`config.mk`:
```
export PLATFORM = sky130hd
export DESIGN_NAME = dcc_top
export DESIGN_NICKNAME = d
export VERILOG_FILES = /design/src/logic/dcc_pkg.sv /design/src/logic/dcc_sync2.sv /design/src/logic/dcc_top.sv
export VERILOG_INCLUDE_DIRS = /design/src /design/src/logic
export SDC_FILE = /design/constraint.sdc
export NUM_CORES = 1
export LEC_CHECK = 0
export ABC_AREA = 1
export BUFFER_PORTS_ARGS = -buffer_cell sky130_fd_sc_hd__buf_2
export CAP_MARGIN = 15
export CORE_AREA = 4 4 99 101
export CTS_CLUSTER_DIAMETER = 150
export DETAILED_ROUTE_END_ITERATION = 12
export DIE_AREA = 0 0 103 105
export HOLD_SLACK_MARGIN = 0.12
export PLACE_DENSITY = 0.66
export SYNTH_ARGS = -nofsm -noshare
export SYNTH_HDL_FRONTEND = slang
export SYNTH_SLANG_ARGS = --single-unit
```
`constraint.sdc`:
```
create_clock -name clock -period 4.2 [get_ports clock]
set_clock_uncertainty 0.1 [all_clocks]
set_input_delay 1.26 -clock clock [delete_from_list [all_inputs] [get_ports clock]]
set_output_delay 1.26 -clock clock [all_outputs]
set_load 0.02 [all_outputs]
```
`src/logic/dcc_defs.svh`:
```
`ifndef DCC_DEFS_SVH
`define DCC_DEFS_SVH

// Register byte addresses on the plain register port.
`define DCC_ADDR_FLAGS      8'h0D
`define DCC_ADDR_ENABLES    8'h8D
`define DCC_ADDR_CONTROL    8'h9C
`define DCC_ADDR_LADDER     8'h9D
`define DCC_ADDR_CORE       8'h0B

// Reset values.
`define DCC_RST_CONTROL     8'h07
`define DCC_RST_LADDER      8'h00
`define DCC_RST_FLAGS       8'h00
`define DCC_RST_ENABLES     8'h00
`define DCC_RST_CORE        8'h00

// Bit positions in the comparator control register.
`define DCC_BIT_SECOND_RES  7
`define DCC_BIT_FIRST_RES   6
`define DCC_BIT_SECOND_INV  5
`define DCC_BIT_FIRST_INV   4
`define DCC_BIT_INPUT_SW    3

// Bit positions in the flag, enable, core and ladder registers.
`define DCC_BIT_CHANGE      6
`define DCC_BIT_GLOBAL_EN   7
`define DCC_BIT_PERIPH_EN   6
`define DCC_BIT_LAD_POWER   7
`define DCC_BIT_LAD_PIN     6
`define DCC_BIT_LAD_RANGE   5

// Writable masks; unimplemented bits read as zero.
`define DCC_MASK_CONTROL_W  8'h3F
`define DCC_MASK_LADDER     8'hEF
`define DCC_MASK_FLAGS      8'hEB
`define DCC_MASK_ENABLES    8'hEB

// Settling time after a mode change, in ns, and its cycle count at 10 ns.
`define DCC_SETTLE_NS       10000
`define DCC_CLK_NS          10
`define DCC_SETTLE_CYC      ((`DCC_SETTLE_NS + `DCC_CLK_NS - 1) / `DCC_CLK_NS)
`define DCC_CNT_W           11

`endif

```
`src/logic/dcc_pkg.sv`:
```
package dcc_pkg;

    // Comparator operating modes held in the 3-bit mode field.
    typedef enum logic [2:0] {
        DCC_MODE_RESET_ANALOG = 3'h0,
        DCC_MODE_ONE_INDEP    = 3'h1,
        DCC_MODE_TWO_INDEP    = 3'h2,
        DCC_MODE_TWO_COMMON   = 3'h3,
        DCC_MODE_COMMON_OUT   = 3'h4,
        DCC_MODE_ONE_ONLY     = 3'h5,
        DCC_MODE_SWITCHED_REF = 3'h6,
        DCC_MODE_OFF          = 3'h7
    } dcc_mode_e;

endpackage

```
`src/logic/dcc_sync2.sv`:
```
`timescale 1ns/1ps
// Two-flop synchroniser for one asynchronous level.
module dcc_sync2 (
    input  wire logic clock,
    input  wire logic rst_n,
    input  wire logic clk_en,
    input  wire logic async_in,
    output logic      sync_out
);
    logic meta_q;

    // The first stage feeds only the second stage.
    always_ff @(posedge clock or negedge rst_n) begin
        if (!rst_n) begin
            meta_q   <= 1'b0;
            sync_out <= 1'b0;
        end else if (clk_en) begin
            meta_q   <= async_in;
            sync_out <= meta_q;
        end
    end
endmodule

```
`src/logic/dcc_top.sv`:
```
`timescale 1ns/1ps
`include "dcc_defs.svh"
module dcc_top (
    input  wire logic       clock,
    input  wire logic       rst_n,
    input  wire logic       clk_en,
    input  wire logic [7:0] reg_addr,
    input  wire logic [7:0] reg_wdata,
    input  wire logic       reg_wr,
    input  wire logic       reg_rd,
    output logic      [7:0] reg_rdata,
    input  wire logic       first_raw,
    input  wire logic       second_raw,
    input  wire logic [1:0] port_a_direction,
    output logic            irq_req,
    output logic            wake_req,
    output logic            results_valid,
    output logic      [2:0] comparator_mode_field,
    output logic            input_switch,
    output logic            ladder_power_enable,
    output logic            ladder_range_select,
    output logic            ladder_pin_output_enable,
    output logic      [3:0] ladder_tap_select,
    output logic            ref_on_plus_inputs,
    output logic            first_active,
    output logic            second_active,
    output logic            route_to_pins,
    output logic            first_invert,
    output logic            second_invert,
    output logic      [1:0] pin_drive_oe
);
    logic [5:0]            ctrl_q;
    logic [7:0]            ladder_q;
    logic [7:0]            flags_q;
    logic [7:0]            enables_q;
    logic [7:0]            core_q;
    logic [1:0]            raw_gated;
    logic [1:0]            res_sync;
    logic [1:0]            res_view;
    logic [1:0]            ref_q;
    logic [`DCC_CNT_W-1:0] settle_q;
    logic                  ctrl_access;
    logic                  mismatch;
    logic                  flag_wr;
    logic                  flag_set;
    dcc_pkg::dcc_mode_e    mode;

    assign mode = dcc_pkg::dcc_mode_e'(ctrl_q[2:0]);

    // Off mode and unused comparators hold their raw result low.
    always_comb begin
        raw_gated = {second_raw, first_raw};
        unique case (mode)
            dcc_pkg::DCC_MODE_OFF:          raw_gated = 2'h0;
            dcc_pkg::DCC_MODE_RESET_ANALOG: raw_gated = 2'h0;
            dcc_pkg::DCC_MODE_ONE_ONLY:     raw_gated[1] = 1'b0;
            dcc_pkg::DCC_MODE_ONE_INDEP,
            dcc_pkg::DCC_MODE_TWO_INDEP,
            dcc_pkg::DCC_MODE_TWO_COMMON,
            dcc_pkg::DCC_MODE_COMMON_OUT,
            dcc_pkg::DCC_MODE_SWITCHED_REF: raw_gated = {second_raw, first_raw};
        endcase
    end

    // Each result is synchronised before any clocked logic reads it.
    genvar gi;
    generate
        for (gi = 0; gi < 2; gi++) begin : g_sync
            dcc_sync2 u_sync (
                .clock    (clock),
                .rst_n    (rst_n),
                .clk_en   (clk_en),
                .async_in (raw_gated[gi]),
                .sync_out (res_sync[gi])
            );
        end
    endgenerate

    // Inversion applies to the reported result.
    assign res_view = res_sync ^ {ctrl_q[`DCC_BIT_SECOND_INV], ctrl_q[`DCC_BIT_FIRST_INV]};

    assign ctrl_access = (reg_wr || reg_rd) && (reg_addr == `DCC_ADDR_CONTROL);
    assign mismatch    = (res_view != ref_q);
    assign flag_wr     = reg_wr && (reg_addr == `DCC_ADDR_FLAGS);
    assign flag_set    = mismatch;

    // Control register: writable low six bits, results are not stored here.
    always_ff @(posedge clock or negedge rst_n) begin
        if (!rst_n) begin
            ctrl_q <= 6'(`DCC_RST_CONTROL);
        end else if (clk_en && reg_wr && reg_addr == `DCC_ADDR_CONTROL) begin
            ctrl_q <= reg_wdata[5:0];
        end
    end

    // Ladder control, with the unimplemented bit held at zero.
    always_ff @(posedge clock or negedge rst_n) begin
        if (!rst_n) begin
            ladder_q <= `DCC_RST_LADDER;
        end else if (clk_en && reg_wr && reg_addr == `DCC_ADDR_LADDER) begin
            ladder_q <= reg_wdata & `DCC_MASK_LADDER;
        end
    end

    // Enable registers for the peripheral and core interrupt paths.
    always_ff @(posedge clock or negedge rst_n) begin
        if (!rst_n) begin
            enables_q <= `DCC_RST_ENABLES;
            core_q    <= `DCC_RST_CORE;
        end else if (clk_en && reg_wr) begin
            if (reg_addr == `DCC_ADDR_ENABLES) begin
                enables_q <= reg_wdata & `DCC_MASK_ENABLES;
            end
            if (reg_addr == `DCC_ADDR_CORE) begin
                core_q <= reg_wdata;
            end
        end
    end

    // Flag register; a hardware set wins over a software clear.
    always_ff @(posedge clock or negedge rst_n) begin
        if (!rst_n) begin
            flags_q <= `DCC_RST_FLAGS;
        end else if (clk_en) begin
            if (flag_wr) begin
                flags_q <= reg_wdata & `DCC_MASK_FLAGS;
            end
            if (flag_set) begin
                flags_q[`DCC_BIT_CHANGE] <= 1'b1;
            end
        end
    end

    // Reference for change detection, reloaded on each control access.
    always_ff @(posedge clock or negedge rst_n) begin
        if (!rst_n) begin
            ref_q <= 2'h0;
        end else if (clk_en && ctrl_access) begin
            ref_q <= res_view;
        end
    end

    // Settling counter restarts on every write that changes the mode.
    always_ff @(posedge clock or negedge rst_n) begin
        if (!rst_n) begin
            settle_q <= '0;
        end else if (clk_en) begin
            if (reg_wr && reg_addr == `DCC_ADDR_CONTROL && reg_wdata[2:0] != ctrl_q[2:0]) begin
                settle_q <= `DCC_CNT_W'(`DCC_SETTLE_CYC);
            end else if (settle_q != '0) begin
                settle_q <= settle_q - `DCC_CNT_W'(1);
            end
        end
    end

    // Read data stands in the cycle after the read strobe only.
    always_ff @(posedge clock or negedge rst_n) begin
        if (!rst_n) begin
            reg_rdata <= 8'h00;
        end else if (clk_en) begin
            reg_rdata <= 8'h00;
            if (reg_rd) begin
                unique case (reg_addr)
                    `DCC_ADDR_CONTROL: reg_rdata <= {res_view, ctrl_q};
                    `DCC_ADDR_LADDER:  reg_rdata <= ladder_q;
                    `DCC_ADDR_FLAGS:   reg_rdata <= flags_q;
                    `DCC_ADDR_ENABLES: reg_rdata <= enables_q;
                    `DCC_ADDR_CORE:    reg_rdata <= core_q;
                    default:           reg_rdata <= 8'h00;
                endcase
            end
        end
    end

    // Registered status and steering outputs for the analog side.
    always_ff @(posedge clock or negedge rst_n) begin
        if (!rst_n) begin
            irq_req                  <= 1'b0;
            wake_req                 <= 1'b0;
            results_valid            <= 1'b0;
            comparator_mode_field    <= 3'h7;
            input_switch             <= 1'b0;
            ladder_power_enable      <= 1'b0;
            ladder_range_select      <= 1'b0;
            ladder_pin_output_enable <= 1'b0;
            ladder_tap_select        <= 4'h0;
            ref_on_plus_inputs       <= 1'b0;
            first_active             <= 1'b0;
            second_active            <= 1'b0;
            route_to_pins            <= 1'b0;
            first_invert             <= 1'b0;
            second_invert            <= 1'b0;
            pin_drive_oe             <= 2'h0;
        end else if (clk_en) begin
            irq_req <= flags_q[`DCC_BIT_CHANGE] && enables_q[`DCC_BIT_CHANGE]
                       && core_q[`DCC_BIT_PERIPH_EN] && core_q[`DCC_BIT_GLOBAL_EN];
            wake_req <= flags_q[`DCC_BIT_CHANGE] && enables_q[`DCC_BIT_CHANGE];
            results_valid            <= (settle_q == '0) && (mode != dcc_pkg::DCC_MODE_OFF);
            comparator_mode_field    <= ctrl_q[2:0];
            input_switch             <= ctrl_q[`DCC_BIT_INPUT_SW];
            ladder_power_enable      <= ladder_q[`DCC_BIT_LAD_POWER];
            ladder_range_select      <= ladder_q[`DCC_BIT_LAD_RANGE];
            ladder_pin_output_enable <= ladder_q[`DCC_BIT_LAD_PIN];
            ladder_tap_select        <= ladder_q[3:0];
            ref_on_plus_inputs       <= (mode == dcc_pkg::DCC_MODE_SWITCHED_REF);
            first_active  <= (mode != dcc_pkg::DCC_MODE_OFF)
                             && (mode != dcc_pkg::DCC_MODE_RESET_ANALOG);
            second_active <= (mode != dcc_pkg::DCC_MODE_OFF)
                             && (mode != dcc_pkg::DCC_MODE_RESET_ANALOG)
                             && (mode != dcc_pkg::DCC_MODE_ONE_ONLY);
            route_to_pins <= (mode == dcc_pkg::DCC_MODE_COMMON_OUT)
                             || (mode == dcc_pkg::DCC_MODE_ONE_INDEP);
            first_invert  <= ctrl_q[`DCC_BIT_FIRST_INV];
            second_invert <= ctrl_q[`DCC_BIT_SECOND_INV];
            // Direction bits low mean output, so they gate the routed drivers.
            pin_drive_oe  <= ~port_a_direction & {2{(mode == dcc_pkg::DCC_MODE_COMMON_OUT)
                             || (mode == dcc_pkg::DCC_MODE_ONE_INDEP)}};
        end
    end
endmodule

```
==> results.ini <==
[timing]
max_slew.worst_pin.slew_ns = 1.01
period_minus_slack_ns = 2.61
whs_ns = 0.378
setup_viol = 0
post-route-period-util_pct = 62.2
fin_ws_ns = 1.59
rsz0062_at_grt = no
fmax_mhz = 383
finalSetupTns_ns = 0
final-hold-violation-count = 0
relSlewSlack_pct = 32.7
drv_slew = 0

[detailed_routing]
drt-initial-drc-count = 208
wl_um = 8970
wl_per_cell_um = 13.8
drcViolationCount = 0
num_vias = 3193
via_per_inst = 4.90
detail-route-antenna-nets = 0
dr.pass1.iters = 5

[final_layout]
drive_gt1_share_pct = 16.6
multi_input_area_um2 = 1560
fillCellCount = 892
seqCellArea_um2 = 2010
layout-area-overhead-vs-synth_pct = 13.8
antenna_cells = 0
final_cell_area_um2 = 4430
nets = 563

[critical_path]
critPathLaunch = reg_addr[6]
r2r_setup_slack_ns = 2.31
cp.required_ns = 4.36
crit_type = in2reg
r2r-start = settle_q[0]
cp-start-kind = input pin
path_max_fanout = 15
arrival_ns = 2.77
reg2reg_depth = 10
end_kind = flop

[global_routing]
grt_pass1_wl_um = 15200
overflow = 0
grtUsageMet2_pct = 25.9
grtUsageMet1_pct = 26.9
grt_use_met3_pct = 4.01
first_global_vias = 3049
grt.busiest_layer = met1
antenna_found_initial = 0
gr-usage-all-layers_pct = 17.9
grt_max_degree = 81

[clock_tree]
ctsResizeCount = 0
ctsHtreeMaxLevel = 3
cts_tree = done
ctsLongestPathBuffers = 2
clockRootBuffer = clkbuf_8
cts_buffers = 9
cts_hold_buf = 0
clock-sinks = 80
cts_setup_buffers = 0
worstSkewPairLatency_ns = 0.36
path_clk_slew_ns = 0.09

[floorplan]
core_area_um2 = 9020
die_h_um = 105
io_pins = 55
initial_core_util_pct = 43.2
die-width_um = 103
die-area_um2 = 10800
num_rows = 35

[synthesis]
ys_seq_area_share_pct = 51.6
synth_area_per_cell_um2 = 8.04
synth_edf_count = 0
yosysTopAreaCell = dfrtp_1
synth.distinct_cells = 30
ys_warn_count = 0
synth.top_cells.by_count = 141 x nand2_1, 74 x dfrtp_1, 64 x inv_1, 58 x nand3_1, 54 x o21ai_0
netlist_instances = 484
synth_top_cell_area_share_pct = 47.6
syn_area_um2 = 3890
synth_fp_nets = 511
yosysMostFrequentCell = nand2_1
synthTopCellsByArea = dfrtp_1 48%, nand2_1 14%, nand3_1 7.5%, o21ai_0 6.9%, inv_1 6.2%
ys_seq_elements = 80
synthArstFlopShare_pct = 100
synthFlopType = dfrtp_1

[placed_design]
io_buffer_count = 54
place.gp.congestion = 0.825
dpl.hpwl_um = 6420
dp_slack_ns = 1.22
place_area_um2 = 4240

[power_and_ir_drop]
powerDensity_nw_per_um2 = 414
vdd_drop_max_uv = 201
total_power_mw = 1.84
p_leak_nw = 2.39

[worst_hold_path]
min_path_type = reg2reg
worstHoldStart = reg_rdata[7]
whs_path_depth = 2

[run_status]
outcome = finished clean

[flow_run]
maxCapViolations = 0

per-stage QoR:
step	util (%)	cells
2_1_floorplan	-	484
4_1_cts	49.1	652
6_report	49.1	652
3_5_place_dp	47.0	636
5_1_grt	49.1	652
3_3_place_gp	47.0	636
kinds of logic (layout without fill, tap and decap cells):
| group | Yosys count | count (layout) | synth area share (%) |
|---|---|---|---|
| flops | 80 | 80 | 51.6 |
| buf+inv | 81 | 138 | 8.39 |
| simple gates | 243 | 243 | 27.7 |
| fa+ha+maj | 2 | 2 | 0.643 |
| compound gates | 69 | 69 | 9.67 |
| xor+xnor | 9 | 9 | 2.02 |
worst paths after layout:
kind                                     end
worst max-delay path             settle_q[2]
worst min-delay path            reg_rdata[7]
worst max register to register   settle_q[2]
worst min register to register  reg_rdata[7]
max in group asynchronous         flags_q[3]
min in group asynchronous        settle_q[2]
layout make-up:
type	count	share of cell area, %
clock buffers	10	2.88
clock inverters	6	1.38
well taps	111	3.13
multi-input cells	323	35.2
inverters	66	5.59
flip-flops and latches	80	45.4
repair buffers	56	6.50
flip-flops by register name, summed over array words and instances (netlist names), 2 cells and up:
name / flops
settle_q: 11
core_q: 8
reg_rdata: 8
ladder_q: 7
ctrl_q: 6
enables_q: 6
flags_q: 6
ladder_tap_select: 4
comparator_mode_field: 3
g_sync.u_sync.meta_q: 2
g_sync.u_sync.sync_out: 2
pin_drive_oe: 2
ref_q: 2
critical path, stage by stage:
cell	delay, ns
buf_2	0.11
inv_2	0.05
nand2_1	0.11
nor2_2	0.12
buf_4	0.21
nand2_4	0.08
nor2_4	0.25
nand2_2	0.12
nand2_2	0.19
inv_1	0.14
nand2_1	0.08
nand2_1	0.05
where the power goes:
| part | internal (mW) | leakage [nW] | switching (mW) |
|---|---|---|---|
| clock network | 0.273 | 0.0960 | 0.280 |
| logic | 0.135 | 1.37 | 0.235 |
| registers | 0.849 | 0.928 | 0.0638 |
| total | 1.26 | 2.39 | 0.579 |
layer usage:
layer  vias to the layer above  share of wire (%)  wire, um
li1                       1641                  -         -
met1                      1470                 50      4460
met2                        73                 44      3930
met3                         9                5.1       455
met4                         0                1.3       116
met5                         -                  0         0
cell usage in the layout, fill, tap and decap left out, drive strengths merged, types with 4 or more instances in the layout:
| cell type | Yosys | layout |
|---|---|---|
| inv | 66 | 66 |
| buf | 9 | 56 |
| clkinv | 0 | 4 |
| dfstp | 6 | 6 |
| xor2 | 4 | 4 |
| o21ai | 57 | 57 |
| o21bai | 6 | 6 |
| xnor2 | 5 | 5 |
| nand3 | 58 | 58 |
| dfrtp | 74 | 74 |
| nand2 | 147 | 147 |
| clkbuf | 6 | 10 |
| nor2 | 29 | 29 |
Power figures use the tool's default switching activity.
